[src/design/acs_map.vh]
// acs_map.vh: register map, field positions, reset values and divider counts
// for the async serial channel; included by the channel design file.
`ifndef ACS_MAP_VH
`define ACS_MAP_VH
// word indices; byte address is four times the index
`define ACS_CTRL_A 3'h0
`define ACS_CTRL_B 3'h1
`define ACS_STATUS 3'h2
`define ACS_TX_HOLD 3'h3
`define ACS_RX_DATA 3'h4
`define ACS_EXT 3'h5
// control a fields
`define ACS_A_WAKE 7
`define ACS_A_RXON 6
`define ACS_A_TXON 5
`define ACS_A_RTS 4
`define ACS_A_ADDR 3
// control b fields
`define ACS_B_TXADDR 7
`define ACS_B_MDROP 6
`define ACS_B_PRESC 5
`define ACS_B_ODD 4
`define ACS_B_DR 3
// status fields
`define ACS_S_RIE 3
`define ACS_S_TIE 0
// extension fields
`define ACS_E_UNITY 0
`define ACS_E_BRG 1
`define ACS_E_CTSOFF 2
`define ACS_E_DCDOFF 3
`define ACS_E_BRK 7
// external clock select code; reset values
`define ACS_CS_EXT 3'h7
`define ACS_CTRL_A_RST 8'h00
`define ACS_CTRL_B_RST 8'h07
// divider counts, minus one; fifo depth
`define ACS_PRE10_M1 5'h09
`define ACS_PRE30_M1 5'h1D
`define ACS_DIV16_M1 6'h0F
`define ACS_DIV64_M1 6'h3F
`define ACS_HALF16_M1 6'h07
`define ACS_HALF64_M1 6'h1F
`define ACS_FIFO_DEPTH 3'h4
`endif

[src/design/acs_channel.v]
// acs_channel.v: one async serial channel (control, status, baud, tx, rx fifo)
// assumes Avalon-MM master on sys_clk; serial pins are asynchronous and synced.
//
// The address map and the Avalon-MM register port were decided locally.
`timescale 1ns/10ps
`include "acs_map.vh"
module acs_channel #(
  parameter CHAN = 0
) (
  input wire sys_clk,
  input wire rstn,
  input wire [2:0] avs_address,
  input wire avs_read,
  input wire avs_write,
  input wire [31:0] avs_writedata,
  input wire [3:0] avs_byteenable,
  output reg [31:0] avs_readdata,
  output reg avs_waitrequest,
  input wire rx_in,
  output reg tx_out,
  output reg request_to_send_out,
  input wire clear_to_send_in,
  input wire carrier_detect,
  input wire async_ext_clock_pin,
  input wire cts_func_en,
  input wire dcd_func_en,
  input wire io_halt_mode,
  input wire [1:0] dma_src_mode,
  input wire [1:0] dma_src_upper,
  input wire dma1_direction,
  input wire [1:0] dma1_io_upper,
  output reg irq_out
);
  reg [7:0] ctrl_a_reg, ctrl_b_reg, tx_hold_reg;
  reg unity_reg, brg_reg, cts_off_reg, dcd_off_reg, rie_reg, tie_reg;
  reg hold_full_reg, ovr_reg, pe_reg, fe_reg, brk_reg, ovr_pend_reg, dcd_stat_reg;
  reg dcd_fell_reg, head_new_reg, rx_addr_reg;
  reg [1:0] rx_s, cts_s;
  reg [2:0] dcd_s, ck_s;
  // synchronisers; stage 0 is read only by stage 1
  always @(posedge sys_clk or negedge rstn) begin
    if (!rstn) begin
      rx_s <= 2'h3;
      cts_s <= 2'h0;
      dcd_s <= 3'h0;
      ck_s <= 3'h0;
    end else begin
      rx_s <= {rx_s[0], rx_in};
      cts_s <= {cts_s[0], clear_to_send_in};
      dcd_s <= {dcd_s[1:0], carrier_detect};
      ck_s <= {ck_s[1:0], async_ext_clock_pin};
    end
  end
  wire rx_pin = rx_s[1];
  wire cts_pin = cts_s[1];
  wire dcd_pin = dcd_s[1];
  wire dcd_prev = dcd_s[2];
  wire cts_hold = (CHAN == 0) && cts_func_en && !cts_off_reg && cts_pin;
  wire dcd_hold = (CHAN == 0) && dcd_func_en && !dcd_off_reg && dcd_pin;
  wire rx_kill = io_halt_mode || dcd_hold;
  // bus: one wait cycle, then the access completes
  wire req = avs_read || avs_write;
  wire acc = req && !avs_waitrequest;
  wire wr = acc && avs_write && avs_byteenable[0];
  wire rd = acc && avs_read;
  wire [7:0] wd = avs_writedata[7:0];
  wire [2:0] fmt = ctrl_a_reg[2:0];
  wire mdrop = ctrl_b_reg[`ACS_B_MDROP];
  wire nd8 = fmt[2];
  wire par_en = fmt[1] && !mdrop;
  wire has_ex = par_en || mdrop;
  wire two_stop = fmt[0];
  wire odd = ctrl_b_reg[`ACS_B_ODD];
  wire [2:0] cs = ctrl_b_reg[2:0];
  wire ext_ck = (cs == `ACS_CS_EXT);
  // baud generation
  reg [4:0] pre_cnt_reg;
  reg [5:0] pow_cnt_reg, samp_cnt_reg;
  reg presc_reg;
  wire [4:0] pre_m1 = presc_reg ? `ACS_PRE30_M1 : `ACS_PRE10_M1;
  wire pre_wrap = (pre_cnt_reg == pre_m1);
  wire [5:0] pow_mask = (6'h01 << cs) - 6'h01;
  wire [5:0] div_m1 = unity_reg ? 6'h00 : (ctrl_b_reg[`ACS_B_DR] ? `ACS_DIV64_M1 : `ACS_DIV16_M1);
  wire [5:0] half_m1 = unity_reg ? 6'h00 :
    (ctrl_b_reg[`ACS_B_DR] ? `ACS_HALF64_M1 : `ACS_HALF16_M1);
  // external clock edges; system clock power-of-two chain
  wire samp_tick = ext_ck ? (ck_s[1] && !ck_s[2]) :
    (pre_wrap && ((pow_cnt_reg & pow_mask) == pow_mask));
  wire bit_tick = samp_tick && (samp_cnt_reg == div_m1);
  always @(posedge sys_clk or negedge rstn) begin
    if (!rstn) begin
      pre_cnt_reg <= 5'h00;
      pow_cnt_reg <= 6'h00;
      samp_cnt_reg <= 6'h00;
    end else begin
      pre_cnt_reg <= pre_wrap ? 5'h00 : pre_cnt_reg + 5'h01;
      if (pre_wrap)
        pow_cnt_reg <= pow_cnt_reg + 6'h01;
      if (samp_tick)
        samp_cnt_reg <= (samp_cnt_reg >= div_m1) ? 6'h00 : samp_cnt_reg + 6'h01;
    end
  end
  // receive fifo, entry = {brk, fe, pe, data}
  reg [10:0] fifo_mem [0:3];
  reg [1:0] rd_ptr_reg, wr_ptr_reg;
  reg [2:0] cnt_reg;
  wire [10:0] head = fifo_mem[rd_ptr_reg];
  wire rx_full = (cnt_reg != 3'h0);
  wire fifo_full = (cnt_reg == `ACS_FIFO_DEPTH);
  wire pop = rd && (avs_address == `ACS_RX_DATA) && rx_full;
  // receiver
  reg rx_busy_reg;
  reg [5:0] rx_cnt_reg;
  reg [3:0] rx_idx_reg;
  reg [7:0] rx_byte_reg;
  reg rx_ex_reg;
  wire [3:0] nd = nd8 ? 4'h8 : 4'h7;
  wire [3:0] stop_idx = nd + {3'h0, has_ex} + 4'h1;
  wire rx_en = ctrl_a_reg[`ACS_A_RXON] && !rx_kill;
  wire smp = rx_busy_reg && samp_tick && (rx_cnt_reg == 6'h00);
  wire done = smp && (rx_idx_reg == stop_idx);
  wire c_fe = !rx_pin;
  wire c_pe = par_en && ((^rx_byte_reg ^ rx_ex_reg) != odd);
  wire c_brk = c_fe && (rx_byte_reg == 8'h00);
  wire wanted = !(mdrop && ctrl_a_reg[`ACS_A_WAKE] && !rx_ex_reg);
  // drop while full or while overrun is pending or flagged
  wire blocked = fifo_full || ovr_pend_reg || ovr_reg;
  wire push = done && wanted && !blocked;
  wire drop = done && wanted && blocked;
  always @(posedge sys_clk or negedge rstn) begin
    if (!rstn) begin
      rx_busy_reg <= 1'b0;
      rx_cnt_reg <= 6'h00;
      rx_idx_reg <= 4'h0;
      rx_byte_reg <= 8'h00;
      rx_ex_reg <= 1'b0;
      rx_addr_reg <= 1'b0;
    end else if (!rx_en) begin
      rx_busy_reg <= 1'b0;
    end else if (!rx_busy_reg) begin
      if (samp_tick && !rx_pin) begin
        rx_busy_reg <= 1'b1;
        rx_cnt_reg <= half_m1;
        rx_idx_reg <= unity_reg ? 4'h1 : 4'h0;
        rx_byte_reg <= 8'h00;
        rx_ex_reg <= 1'b1;
      end
    end else if (samp_tick) begin
      if (rx_cnt_reg != 6'h00) begin
        rx_cnt_reg <= rx_cnt_reg - 6'h01;
      end else begin
        rx_cnt_reg <= div_m1;
        rx_idx_reg <= rx_idx_reg + 4'h1;
        if (rx_idx_reg == 4'h0 && rx_pin)
          rx_busy_reg <= 1'b0;
        else if (rx_idx_reg != 4'h0 && rx_idx_reg <= nd)
          rx_byte_reg[rx_idx_reg[2:0] - 3'h1] <= rx_pin;
        else if (has_ex && rx_idx_reg == nd + 4'h1)
          rx_ex_reg <= rx_pin;
        if (done) begin
          rx_busy_reg <= 1'b0;
          rx_addr_reg <= rx_ex_reg;
        end
      end
    end
  end
  always @(posedge sys_clk) begin
    if (push)
      fifo_mem[wr_ptr_reg] <= {c_brk, c_fe, c_pe, rx_byte_reg};
  end
  wire error_flag_reset = wr && (avs_address == `ACS_CTRL_A) && !wd[`ACS_A_ADDR];
  always @(posedge sys_clk or negedge rstn) begin
    if (!rstn) begin
      rd_ptr_reg <= 2'h0;
      wr_ptr_reg <= 2'h0;
      cnt_reg <= 3'h0;
      head_new_reg <= 1'b0;
      ovr_pend_reg <= 1'b0;
      ovr_reg <= 1'b0;
      pe_reg <= 1'b0;
      fe_reg <= 1'b0;
      brk_reg <= 1'b0;
    end else if (rx_kill) begin
      // halt or carrier hold empties fifo and clears flags
      rd_ptr_reg <= 2'h0;
      wr_ptr_reg <= 2'h0;
      cnt_reg <= 3'h0;
      head_new_reg <= 1'b0;
      ovr_pend_reg <= 1'b0;
      ovr_reg <= 1'b0;
      pe_reg <= 1'b0;
      fe_reg <= 1'b0;
      brk_reg <= 1'b0;
    end else begin
      if (push)
        wr_ptr_reg <= wr_ptr_reg + 2'h1;
      if (pop)
        rd_ptr_reg <= rd_ptr_reg + 2'h1;
      // full flag follows occupancy, clears when read empty
      cnt_reg <= cnt_reg + {2'h0, push} - {2'h0, pop};
      head_new_reg <= (push && cnt_reg == 3'h0) || (pop && (cnt_reg > 3'h1 || push));
      if (drop)
        ovr_pend_reg <= 1'b1;
      else if (ovr_pend_reg && cnt_reg <= 3'h1)
        ovr_pend_reg <= 1'b0;
      // errors set wins over software reset
      if (ovr_pend_reg && cnt_reg <= 3'h1)
        ovr_reg <= 1'b1;
      else if (error_flag_reset)
        ovr_reg <= 1'b0;
      // error flags raise when the character is at head
      if (head_new_reg && head[8])
        pe_reg <= 1'b1;
      else if (error_flag_reset)
        pe_reg <= 1'b0;
      if (head_new_reg && head[9])
        fe_reg <= 1'b1;
      else if (error_flag_reset)
        fe_reg <= 1'b0;
      if (head_new_reg && head[10])
        brk_reg <= 1'b1;
      else if (error_flag_reset)
        brk_reg <= 1'b0;
    end
  end
  reg tx_busy_reg;
  reg [10:0] tx_sh_reg;
  reg [3:0] tx_left_reg;
  wire tx_on = ctrl_a_reg[`ACS_A_TXON];
  // address bit from control b; unused slot idles high
  wire exb = mdrop ? ctrl_b_reg[`ACS_B_TXADDR] : (par_en ? (^tx_hold_reg[6:0] ^
    (nd8 & tx_hold_reg[7]) ^ odd) : 1'b1);
  wire [9:0] body = nd8 ? {1'b1, exb, tx_hold_reg} : {2'b11, exb, tx_hold_reg[6:0]};
  // every stop bit shifts while busy, so a back-to-back load keeps them
  wire [3:0] tx_len = stop_idx + {3'h0, two_stop} + 4'h1;
  wire tx_load = tx_on && !tx_busy_reg && hold_full_reg && !cts_hold && bit_tick;
  wire hold_wr = wr && (avs_address == `ACS_TX_HOLD);
  always @(posedge sys_clk or negedge rstn) begin
    if (!rstn) begin
      tx_busy_reg <= 1'b0;
      tx_sh_reg <= 11'h7FF;
      tx_left_reg <= 4'h0;
      tx_out <= 1'b1;
      hold_full_reg <= 1'b0;
    end else begin
      // write clears empty, transfer or halt sets it
      if (io_halt_mode)
        hold_full_reg <= 1'b0;
      else if (hold_wr)
        hold_full_reg <= 1'b1;
      else if (tx_load)
        hold_full_reg <= 1'b0;
      if (!tx_on || io_halt_mode) begin
        tx_busy_reg <= 1'b0;
        tx_out <= 1'b1;
      end else if (tx_load) begin
        tx_busy_reg <= 1'b1;
        tx_sh_reg <= {body, 1'b0};
        tx_left_reg <= tx_len;
      end else if (tx_busy_reg && bit_tick) begin
        tx_out <= tx_sh_reg[0];
        tx_sh_reg <= {1'b1, tx_sh_reg[10:1]};
        tx_left_reg <= tx_left_reg - 4'h1;
        if (tx_left_reg == 4'h1)
          tx_busy_reg <= 1'b0;
      end else if (!tx_busy_reg && bit_tick) begin
        tx_out <= 1'b1;
      end
    end
  end
  wire tx_empty_flag = !hold_full_reg && !cts_hold;
  // registers and carrier status
  always @(posedge sys_clk or negedge rstn) begin
    if (!rstn) begin
      ctrl_a_reg <= `ACS_CTRL_A_RST;
      ctrl_b_reg <= `ACS_CTRL_B_RST;
      tx_hold_reg <= 8'h00;
      presc_reg <= 1'b0;
      unity_reg <= 1'b0;
      brg_reg <= 1'b0;
      cts_off_reg <= 1'b0;
      dcd_off_reg <= 1'b0;
      rie_reg <= 1'b0;
      tie_reg <= 1'b0;
      dcd_stat_reg <= 1'b0;
      dcd_fell_reg <= 1'b0;
    end else begin
      if (wr && avs_address == `ACS_CTRL_A)
        ctrl_a_reg <= wd;
      if (wr && avs_address == `ACS_CTRL_B) begin
        ctrl_b_reg <= wd;
        // prescale only with internal clock and baud mode 0
        if (!ext_ck && !brg_reg)
          presc_reg <= wd[`ACS_B_PRESC];
      end
      if (hold_wr)
        tx_hold_reg <= wd;
      if (wr && avs_address == `ACS_STATUS) begin
        rie_reg <= wd[`ACS_S_RIE];
        tie_reg <= wd[`ACS_S_TIE];
      end
      if (wr && avs_address == `ACS_EXT) begin
        unity_reg <= wd[`ACS_E_UNITY];
        brg_reg <= wd[`ACS_E_BRG];
        cts_off_reg <= wd[`ACS_E_CTSOFF];
        dcd_off_reg <= wd[`ACS_E_DCDOFF];
      end
      // halt forces tx_on and rx_on off
      if (io_halt_mode) begin
        ctrl_a_reg[`ACS_A_TXON] <= 1'b0;
        ctrl_a_reg[`ACS_A_RXON] <= 1'b0;
      end
      // set while high, read after fall clears
      if (CHAN == 0 && dcd_func_en && dcd_pin) begin
        dcd_stat_reg <= 1'b1;
        dcd_fell_reg <= 1'b0;
      end else if (rd && avs_address == `ACS_STATUS && dcd_fell_reg) begin
        dcd_stat_reg <= 1'b0;
        dcd_fell_reg <= 1'b0;
      end else if (dcd_prev && !dcd_pin) begin
        dcd_fell_reg <= 1'b1;
      end
    end
  end
  reg [7:0] rmux;
  always @* begin
    rmux = 8'h00;
    case (avs_address)
      `ACS_CTRL_A: rmux = {ctrl_a_reg[7:5], (CHAN == 0) & ctrl_a_reg[4], rx_addr_reg, fmt};
      `ACS_CTRL_B: rmux = {ctrl_b_reg[7:6], (CHAN == 0) & cts_func_en & cts_pin,
        ctrl_b_reg[4:0]};
      `ACS_STATUS: rmux = {rx_full, ovr_reg, pe_reg, fe_reg, rie_reg,
        dcd_stat_reg, tx_empty_flag, tie_reg};
      `ACS_TX_HOLD: rmux = tx_hold_reg;
      `ACS_RX_DATA: rmux = rx_full ? head[7:0] : 8'h00;
      `ACS_EXT: rmux = {brk_reg, 3'h0, dcd_off_reg, cts_off_reg, brg_reg, unity_reg};
      default: rmux = 8'h00;
    endcase
  end
  // dma routing masks the full request
  wire dma_rx = (dma_src_mode == 2'h3 && dma_src_upper == 2'h2) ||
    (dma1_direction && dma1_io_upper == 2'h2);
  always @(posedge sys_clk or negedge rstn) begin
    if (!rstn) begin
      avs_waitrequest <= 1'b1;
      avs_readdata <= 32'h00000000;
      request_to_send_out <= 1'b0;
      irq_out <= 1'b0;
    end else begin
      avs_waitrequest <= !(req && avs_waitrequest);
      if (req && avs_waitrequest)
        avs_readdata <= {24'h000000, rmux};
      request_to_send_out <= (CHAN == 0) && ctrl_a_reg[`ACS_A_RTS];
      irq_out <= (rie_reg && ((rx_full && !dma_rx) || ovr_reg || pe_reg || fe_reg ||
        (CHAN == 0 && dcd_stat_reg))) || (tie_reg && tx_empty_flag);
    end
  end
endmodule // acs_channel

[config.mk]
export PLATFORM = sky130hd
export DESIGN_NAME = acs_channel
export DESIGN_NICKNAME = d
export VERILOG_FILES = /design/src/design/acs_channel.v
export VERILOG_INCLUDE_DIRS = /design/src /design/src/design
export SDC_FILE = /design/constraint.sdc
export NUM_CORES = 1
export LEC_CHECK = 0
export ABC_AREA = 1
export BUFFER_PORTS_ARGS = -buffer_cell sky130_fd_sc_hd__clkbuf_2
export CORE_UTILIZATION = 50
export CTS_CLUSTER_SIZE = 14
export DETAILED_ROUTE_END_ITERATION = 10
export GPL_ROUTABILITY_DRIVEN = 1
export GPL_TIMING_DRIVEN = 0
export PLACE_DENSITY = 0.69
export SETUP_SLACK_MARGIN = 0.3
export SLEW_MARGIN = 20
export SYNTH_ARGS = -nofsm -noshare
export SYNTH_HDL_FRONTEND = slang
export SYNTH_SLANG_ARGS = --single-unit
[constraint.sdc]
create_clock -name sys_clk -period 2.6 [get_ports sys_clk]
set_input_delay 0.26 -clock sys_clk [delete_from_list [all_inputs] [get_ports sys_clk]]
set_output_delay 0.26 -clock sys_clk [all_outputs]
set_load 0.01 [all_outputs]
==> results of run 1 <==
timing repair:
item / in CTS / in global routing
resized for setup: 42 / 27
cloned: 0 / 1
endpoints found under the hold margin: 34 / 0
setup buffers: 19 / 19
endpoints found under the setup margin: 78 / 83
hold buffers: 5 / 0
pin swaps: 19 / 11
how the worst max path moves through the flow:
stage	cells after the start	slack [ns]	end
after global placement	9	-0.73	fifo_mem[0][7]$_DFFE_PP_
after CTS	15	-0.17	cnt_reg[1]$_DFF_PN0_
after global routing	16	-0.28	cnt_reg[2]$_DFF_PN0_
after floorplan	18	-0.12	cnt_reg[1]$_DFF_PN0_
after detailed placement	13	-0.73	fifo_mem[0][7]$_DFFE_PP_
final	16	-0.19	cnt_reg[2]$_DFF_PN0_
final cells by class:
type	count	share of cell area
clock inverter	10	0.0118
multi-input combinational	652	0.359
timing repair buffer	86	0.0636
clock buffer	22	0.0479
inverter	127	0.0477
tap	220	0.0265
buffer	38	0.0245
sequential	164	0.419
metrics by stage:
step / std cells / util / instance area, sq um / hold WS (ns) / TNS, ns
finish: 1319 / 0.625 / 10400 / 0.0276 / -0.371
global route: 1319 / 0.625 / 10400 / 0.0153 / -0.545
CTS: 1299 / 0.610 / 10100 / 0.0105 / -0.298
detailed placement: 1243 / 0.550 / 9110 / 0.180 / -34.55
global placement: 1242 / 0.547 / 9080 / 0.332 / -97.03
floorplan: 981 / - / 8600 / -0.0356 / -0.220
logic make-up after synthesis:
logic type                 count (synthesis)  synth area share
and+or+nand+nor                          406             0.213
buffers and inverters                    165            0.0857
xor gates and xnor gates                  27            0.0279
AOI/OAI and AO/OA                        158             0.105
adders and majority gates                 37            0.0555
DFF                                      164             0.512
other                                      1          0.000442
worst reg2reg max path, stage by stage (launching register included):
cell     delay (ns)
dfrtp_2        0.43
nor2_4         0.19
ha_4           0.15
inv_2          0.04
nor2_4         0.10
nand3_2        0.06
o21ai_1        0.08
nand4_1        0.17
nor3_4         0.33
nand2_4        0.10
ha_4           0.25
inv_4          0.05
ha_4           0.12
inv_2          0.03
fa_2           0.35
xnor2_2        0.17
nor2_1         0.05
routing by layer:
| layer | vias up | share of wire | track usage |
|---|---|---|---|
| met5 | - | 0 | 0 |
| met4 | 0 | 0.020 | 0.0849 |
| met3 | 35 | 0.053 | 0.0477 |
| met2 | 226 | 0.48 | 0.391 |
| met1 | 3247 | 0.45 | 0.334 |
| li1 | 3370 | - | - |
cells in the mapped netlist (5+ instances only):
cell type,n,area (sq um)
o22ai_1,16,100
o21ai_0,91,455
nor2_1,77,289
edfxtp_1,44,1320
xor2_1,15,131
dfrtp_1,103,2580
nor3b_1,5,37.5
nor3_1,11,55.1
o211ai_1,11,82.6
nand3_1,61,305
buf_4,24,180
dfstp_2,17,447
xnor2_1,12,105
inv_1,120,450
a21oi_1,23,115
clkbuf_1,11,41.3
ha_1,36,450
nand2_2,5,31.3
nand2_1,210,788
nand4_1,16,100
power by group:
part	leakage (nW)	switching, mW	internal [mW]
sequential	1.91	0.199	2.86
clock	0.304	1.05	1.56
combinational	2.49	0.720	0.528
total	4.70	1.97	4.95
==> results.py, run 1 <==
metrics = {
    "layout": {
        "drive_gt1_frac": 0.208,
        "final_common_cell": "nand2_1",
        "largest_reg_flops": 44,
        "n_antenna_cell": 0,
        "regArea_sq_mm": 0.00435,
        "final_nets": 1180,
        "final_cell_mix": "nand2_1, inv_1, dfrtp_1, o21ai_0, nor2_1",
        "multi_input_area_sq_mm": 0.00372,
        "syn_to_final_growth_pct": 22.3,
        "final.fill_count": 1356,
    },
    "sta": {
        "max_freq_mhz": 358,
        "maxSlewHeadroom": 0.550,
        "fin_skew_ns": 0.00870,
        "min_period_ns": 2.79,
        "maxSlewViolCount": 0,
        "setup_viol": 2,
        "rsz0062_at_grt": "true",
        "hold_viol_final": 0,
        "fin_crit_sh": 1.07,
        "worst_pin_slew_ns": 0.669,
        "setup_ws_ns": -0.194,
    },
    "critical_path": {
        "path_max_fanout": 3,
        "ff2ff_setup_slack_ns": -0.19,
        "path_cells": "nor2_4, ha_4, inv_2, nor2_4, nand3_2, o21ai_1, nand4_1, nor3_4, nand2_4, ha_4, inv_4, ha_4, inv_2, fa_2, xnor2_2, nor2_1",
        "worst_path_most_repeated_cell": "ha_4",
        "critPathLaunch": "ctrl_b_reg[6]$_DFFE_PN0P_",
        "rr_worst_depth": 16,
        "rr_startpoint": "ctrl_b_reg[6]$_DFFE_PN0P_",
        "path_buf_inv": 3,
        "startpoint_type": "register",
        "worstReg2RegEnd": "cnt_reg[2]$_DFF_PN0_",
        "cp-end-kind": "register",
        "worst_ep_required_time_ns": 2.90,
        "crit_type": "register to register",
        "cp_data_arrival_time_ns": 3.09,
        "crit_path_top_delay_cell": "dfrtp_2",
        "cp_top_family": "simple AND/OR/NAND/NOR gates",
        "slowest_delay_ns": 0.43,
    },
    "clock_tree": {
        "cts_buffer_depth": 2,
        "cts_buffers": 17,
        "ctsRootBufferMaster": "clkbuf_16",
        "htreeDepth": 4,
        "clk_latency_ns": 0.43,
        "cts_tree": "yes",
        "cts.clk_slew.worst_paths_ns": 0.07,
        "cts.sinks": 164,
    },
    "hold_path": {
        "min_path_type": "input pin to register",
        "hp-start": "io_halt_mode",
        "hold-path-cell-count": 2,
        "whs_endpoint": "hold_full_reg$_DFFE_PN0P_",
    },
    "placement": {
        "dpl_worst_slack_ns": -0.734,
        "gp_congestion": 0.851,
        "hpwl_mm": 13.8,
        "portBuffers": 41,
    },
    "route": {
        "finalWirelength_mm": 20.3,
        "postRouteAntennaNets": 0,
        "vias_per_cell": 5.21,
        "dr.pass1.iters": 5,
        "drt_iter0_drc": 493,
        "route.vias.total": 6878,
        "wire_per_inst_microns": 15.4,
        "drc_errors": 0,
    },
    "synth": {
        "synth_cells": 958,
        "synth_flop_cell": "dfrtp_1",
        "syn-cell-area_sq_mm": 0.00848,
        "ys_ff_latch": 164,
        "async_flop_share": 0.732,
        "ys_seq_area_frac": 0.512,
        "synth.distinct_cells": 48,
        "yosysWarnings": 0,
        "synth.avg_cell_area_sq_um": 8.85,
        "synth_edf_count": 44,
    },
    "floorplan": {
        "die_h_microns": 132,
        "die_area_sq_mm": 0.0175,
        "die_w_microns": 132,
        "io_pins": 93,
        "rows": 47,
        "core_area_sq_mm": 0.0166,
        "start_util": 0.511,
    },
    "power": {
        "ir_worst_vdd_mv": 0.508,
        "p_per_area_mw_per_mm2": 667,
        "p_leak_nw": 4.70,
        "totalPowerFinal_mw": 6.91,
    },
    "global_route": {
        "grt_max_degree": 91,
        "overflow": 0,
        "track_usage": 0.244,
        "grt_pass1_wl_mm": 33.2,
        "antenna_found_initial": 0,
        "grt_pass1_vias": 6533,
    },
    "flow_run": {
        "max_cap_viol_count": 0,
    },
    "run_status": {
        "status": "finished, violations left",
        "violations": "negative setup slack",
    },
}
Power figures use the tool's default switching activity.
==> run 2: changes to the inputs <==
- BUFFER_PORTS_ARGS: -buffer_cell sky130_fd_sc_hd__clkbuf_2 -> -buffer_cell sky130_fd_sc_hd__buf_4
- CTS_CLUSTER_DIAMETER: default -> 100
- GPL_ROUTABILITY_DRIVEN: 1 -> 0
==> results.py, run 2 (synthesis gave the netlist of run 1 again) <==
metrics = {
    "sta": {
        "maxSlewViolCount": 0,
        "max_freq_mhz": 358,
        "setup_ws_ns": -0.194,
        "hold_viol_final": 0,
        "rsz0062_at_grt": "true",
        "worst_pin_slew_ns": 0.657,
        "min_period_ns": 2.79,
        "setup_viol": 2,
        "fin_skew_ns": 0.0104,
        "fin_crit_sh": 1.07,
        "maxSlewHeadroom": 0.558,
    },
    "clock_tree": {
        "htreeDepth": 4,
        "cts.sinks": 164,
        "cts_buffer_depth": 2,
        "ctsRootBufferMaster": "clkbuf_16",
        "cts.clk_slew.worst_paths_ns": 0.07,
        "clk_latency_ns": 0.44,
        "cts_buffers": 17,
        "cts_tree": "yes",
    },
    "critical_path": {
        "cp_top_family": "simple AND/OR/NAND/NOR gates",
        "crit_type": "register to register",
        "startpoint_type": "register",
        "worst_ep_required_time_ns": 2.91,
        "cp_data_arrival_time_ns": 3.10,
        "cp-end-kind": "register",
        "path_max_fanout": 5,
        "path_cells": "inv_1, nor2_4, nand3b_1, nand2_4, buf_8, nand3_4, nor3_4, nand2_4, ha_4, inv_4, ha_4, inv_2, fa_2, nor2_1",
        "path_buf_inv": 4,
        "crit_path_top_delay_cell": "dfstp_2",
        "slowest_delay_ns": 0.58,
    },
    "run_status": {
        "violations": "negative setup slack",
        "status": "finished, violations left",
    },
    "power": {
        "ir_worst_vdd_mv": 0.567,
        "p_per_area_mw_per_mm2": 666,
        "totalPowerFinal_mw": 6.97,
        "p_leak_nw": 4.71,
    },
    "route": {
        "postRouteAntennaNets": 0,
        "finalWirelength_mm": 20.1,
        "dr.pass1.iters": 5,
        "route.vias.total": 6841,
        "drc_errors": 0,
        "vias_per_cell": 5.19,
        "drt_iter0_drc": 536,
        "wire_per_inst_microns": 15.2,
    },
    "layout": {
        "n_antenna_cell": 0,
        "final_cell_mix": "nand2_1, inv_1, dfrtp_1, buf_4, o21ai_0",
        "final.fill_count": 1354,
        "fin_area_sq_mm": 0.0105,
        "syn_to_final_growth_pct": 23.5,
        "final_common_cell": "nand2_1",
        "drive_gt1_frac": 0.209,
        "largest_reg_flops": 44,
        "final_nets": 1179,
    },
    "floorplan": {
        "io_pins": 93,
        "core_area_sq_mm": 0.0166,
        "die_area_sq_mm": 0.0175,
        "die_w_microns": 132,
        "die_h_microns": 132,
        "rows": 47,
        "start_util": 0.511,
    },
    "global_route": {
        "overflow": 0,
        "track_usage": 0.246,
        "grt_pass1_vias": 6596,
        "grt_max_degree": 66,
        "grt_pass1_wl_mm": 33.3,
        "antenna_found_initial": 0,
    },
    "placement": {
        "post_dp_cell_area_sq_mm": 0.00921,
        "dpl_worst_slack_ns": -0.754,
        "portBuffers": 41,
        "hpwl_mm": 13.7,
    },
    "flow_run": {
        "max_cap_viol_count": 0,
    },
    "hold_path": {
        "min_path_type": "input pin to register",
    },
}
run 2: per-layer routing:
metal | share of wire | up-vias | GRT usage
met1 | 0.46 | 3254 | 0.330
met3 | 0.046 | 25 | 0.0434
met4 | 0.021 | 0 | 0.0856
met5 | 0 | - | 0
met2 | 0.48 | 188 | 0.402
li1 | - | 3374 | -
run 2: final cells by class:
type                       count  area [sq um]  area share
multi-input combinational    653          3750       0.358
clock inverter                10           120      0.0115
inverter                     127           490      0.0468
tap                          220           275      0.0263
timing repair buffer          84           731      0.0698
sequential                   164          4350       0.415
clock buffer                  22           507      0.0484
buffer                        38           254      0.0243
run 2: path summary, 6_finish.rpt:
path	start	endpoint	slack, ns	cells past startpoint
hold reg to reg	ck_s[0]$_DFF_PN0_	ck_s[1]$_DFF_PN0_	0.35	0
hold / removal	avs_writedata[4]	ctrl_a_reg[4]$_DFFE_PN0P_	0.05	3
min in group asynchronous	rstn	ck_s[0]$_DFF_PN0_	0.40	2
setup reg to reg	ctrl_b_reg[2]$_DFFE_PN1P_	cnt_reg[1]$_DFF_PN0_	-0.19	14
max in group asynchronous	rstn	tx_sh_reg[9]$_DFFE_PN1P_	1.46	3
setup / recovery	ctrl_b_reg[2]$_DFFE_PN1P_	cnt_reg[1]$_DFF_PN0_	-0.19	14
run 2: metrics by stage:
stage / util / std cells / setup TNS (ns) / hold WS [ns]
after floorplan: - / 981 / -0.220 / -0.0356
after global placement: 0.554 / 1242 / -33.49 / 0.332
after detailed placement: 0.555 / 1243 / -34.70 / 0.310
after CTS: 0.618 / 1303 / -0.321 / 0.0392
after global routing: 0.632 / 1318 / -0.615 / 0.0805
final: 0.632 / 1318 / -0.365 / 0.0505
run 2: worst register-to-register path, delay by kind of cell (launching register included):
| kind | cells | cell delay (ns) |
|---|---|---|
| buffers and inverters | 4 | 0.30 |
| DFF | 1 | 0.58 |
| adders and majority gates | 3 | 0.89 |
| and+or+nand+nor | 7 | 0.91 |
run 2: repair_timing:
action | 4_1_cts | 5_1_grt
hold endpoints to repair | 60 | 0
pin swaps | 24 | 10
endpoints found under the setup margin | 79 | 81
hold buffers | 6 | 0
gates resized for setup | 43 | 31
buffers inserted | 22 | 14
gates cloned | 0 | 1
run 2: power breakdown:
| group | total (mW) | internal [mW] | switching [mW] | leakage (nW) |
|---|---|---|---|---|
| Combinational | 1.29 | 0.576 | 0.718 | 2.50 |
| Clock | 2.62 | 1.58 | 1.04 | 0.303 |
| Sequential | 3.06 | 2.86 | 0.202 | 1.91 |
==> run 3: changes to the inputs <==
- MAX_ROUTING_LAYER: default -> met4
==> results.py, run 3 (synthesis gave the netlist of run 1 again) <==
metrics = {
    "sta": {
        "maxSlewHeadroom": 0.567,
        "max_freq_mhz": 358,
        "fin_skew_ns": 0.00852,
        "setup_viol": 2,
        "maxSlewViolCount": 0,
        "fin_crit_sh": 1.07,
        "worst_pin_slew_ns": 0.644,
        "setup_ws_ns": -0.195,
        "min_period_ns": 2.79,
        "rsz0062_at_grt": "true",
        "hold_viol_final": 0,
    },
    "clock_tree": {
        "htreeDepth": 4,
        "cts.clk_slew.worst_paths_ns": 0.06,
        "ctsRootBufferMaster": "clkbuf_16",
        "cts_buffers": 17,
        "cts_buffer_depth": 2,
        "cts_tree": "yes",
        "clk_latency_ns": 0.44,
        "cts.sinks": 164,
    },
    "critical_path": {
        "cp-end-kind": "register",
        "cp_data_arrival_time_ns": 3.10,
        "crit_type": "register to register",
        "startpoint_type": "register",
        "path_max_fanout": 3,
        "worst_ep_required_time_ns": 2.91,
        "rr_worst_depth": 15,
    },
    "global_route": {
        "grtUsageMet2": 0.403,
        "grt-busiest-layer": "met2",
        "grt_pass1_wl_mm": 33.2,
        "grt_pass1_vias": 6611,
        "grt_util_met3": 0.0446,
        "met1_usage": 0.328,
        "track_usage": 0.253,
        "grt_max_degree": 66,
        "antenna_found_initial": 0,
        "overflow": 0,
    },
    "layout": {
        "final_cells": 1319,
        "final_util": 0.632,
        "final.fill_count": 1353,
        "final_cell_mix": "nand2_1, inv_1, dfrtp_1, buf_4, o21ai_0",
        "fin_area_sq_mm": 0.0105,
        "n_antenna_cell": 0,
        "largest_reg_flops": 44,
        "syn_to_final_growth_pct": 23.6,
        "final_nets": 1180,
        "drive_gt1_frac": 0.209,
        "final_common_cell": "nand2_1",
    },
    "route": {
        "postRouteAntennaNets": 0,
        "vias_per_cell": 5.19,
        "wire_per_inst_microns": 15.2,
        "drc_errors": 0,
        "finalWirelength_mm": 20.1,
        "route.vias.total": 6840,
        "dr.pass1.iters": 5,
        "drt_iter0_drc": 493,
    },
    "floorplan": {
        "die_h_microns": 132,
        "rows": 47,
        "die_area_sq_mm": 0.0175,
        "start_util": 0.511,
        "io_pins": 93,
        "die_w_microns": 132,
        "core_area_sq_mm": 0.0166,
    },
    "run_status": {
        "status": "finished, violations left",
        "violations": "negative setup slack",
    },
    "power": {
        "ir_worst_vdd_mv": 0.568,
        "p_per_area_mw_per_mm2": 666,
        "totalPowerFinal_mw": 6.98,
        "p_leak_nw": 4.72,
    },
    "placement": {
        "hpwl_mm": 13.7,
        "portBuffers": 41,
        "post_dp_cell_area_sq_mm": 0.00921,
        "dpl.cell_count": 1243,
    },
    "flow_run": {
        "max_cap_viol_count": 0,
    },
    "hold_path": {
        "hold-path-cell-count": 3,
        "min_path_type": "input pin to register",
    },
}
-- run 3: cell types whose count changed in the layout (fill, tap and decap cells not counted), sizes merged --
cell	previous run	this run
buf	105	106
-- run 3: layout make-up --
class / count / area, sq um / share of cell area
sequential: 164 / 4350 / 0.415
clock inverter: 10 / 120 / 0.0115
clock buffer: 22 / 507 / 0.0484
inverter: 127 / 490 / 0.0468
tap: 220 / 275 / 0.0263
timing repair buffer: 85 / 738 / 0.0704
multi-input combinational: 653 / 3750 / 0.357
buffer: 38 / 254 / 0.0242
-- run 3: power breakdown --
part | internal [mW] | switching [mW] | total, mW
Combinational | 0.580 | 0.722 | 1.30
Clock | 1.58 | 1.04 | 2.62
Sequential | 2.86 | 0.203 | 3.06
Total | 5.02 | 1.96 | 6.98
-- run 3: timing repair --
| action | 4_1_cts | 5_1_grt |
|---|---|---|
| hold buffers | 6 | 0 |
| buffers inserted | 22 | 15 |
| pin swaps | 24 | 10 |
| resized for setup | 43 | 31 |
| cloned | 0 | 1 |
| endpoints found under the hold margin | 60 | 0 |
| endpoints found under the setup margin | 79 | 80 |
-- run 3: per-layer routing --
layer  vias up  share of wire
met5         -              0
met4         0          0.021
met3        31          0.042
met2       176           0.47
met1      3256           0.46
li1       3377              -
-- run 3: worst max-delay path: stages (launching register included) --
cell and delay [ns]:
dfrtp_2 0.44, nor2_4 0.18, ha_4 0.15, inv_2 0.04
nor2_4 0.09, nand3_1 0.07, o21ai_1 0.08, nand4_1 0.19
nor3_4 0.34, nand2_4 0.10, ha_4 0.24, inv_4 0.05
ha_4 0.11, inv_2 0.03, fa_2 0.53, nor2_1 0.04
-- run 3: path summary, 6_finish.rpt --
kind / endpoint / slack [ns] / startpoint
max: cnt_reg[1]$_DFF_PN0_ / -0.19 / ctrl_b_reg[6]$_DFFE_PN0P_
min: ctrl_a_reg[4]$_DFFE_PN0P_ / 0.05 / avs_writedata[4]
max reg2reg: cnt_reg[1]$_DFF_PN0_ / -0.19 / ctrl_b_reg[6]$_DFFE_PN0P_
min reg2reg: ck_s[1]$_DFF_PN0_ / 0.35 / ck_s[0]$_DFF_PN0_
max in group asynchronous: tx_sh_reg[9]$_DFFE_PN1P_ / 1.47 / rstn
min in group asynchronous: ck_s[0]$_DFF_PN0_ / 0.39 / rstn
-- run 3: metrics by stage --
stage	setup WS, ns	setup TNS (ns)	hold slack [ns]
floorplan	-0.118	-0.220	-0.0356
global placement	-0.720	-33.49	0.332
detailed placement	-0.754	-34.70	0.310
CTS	-0.171	-0.321	0.0392
global route	-0.314	-0.615	0.0789
finish	-0.195	-0.370	0.0508
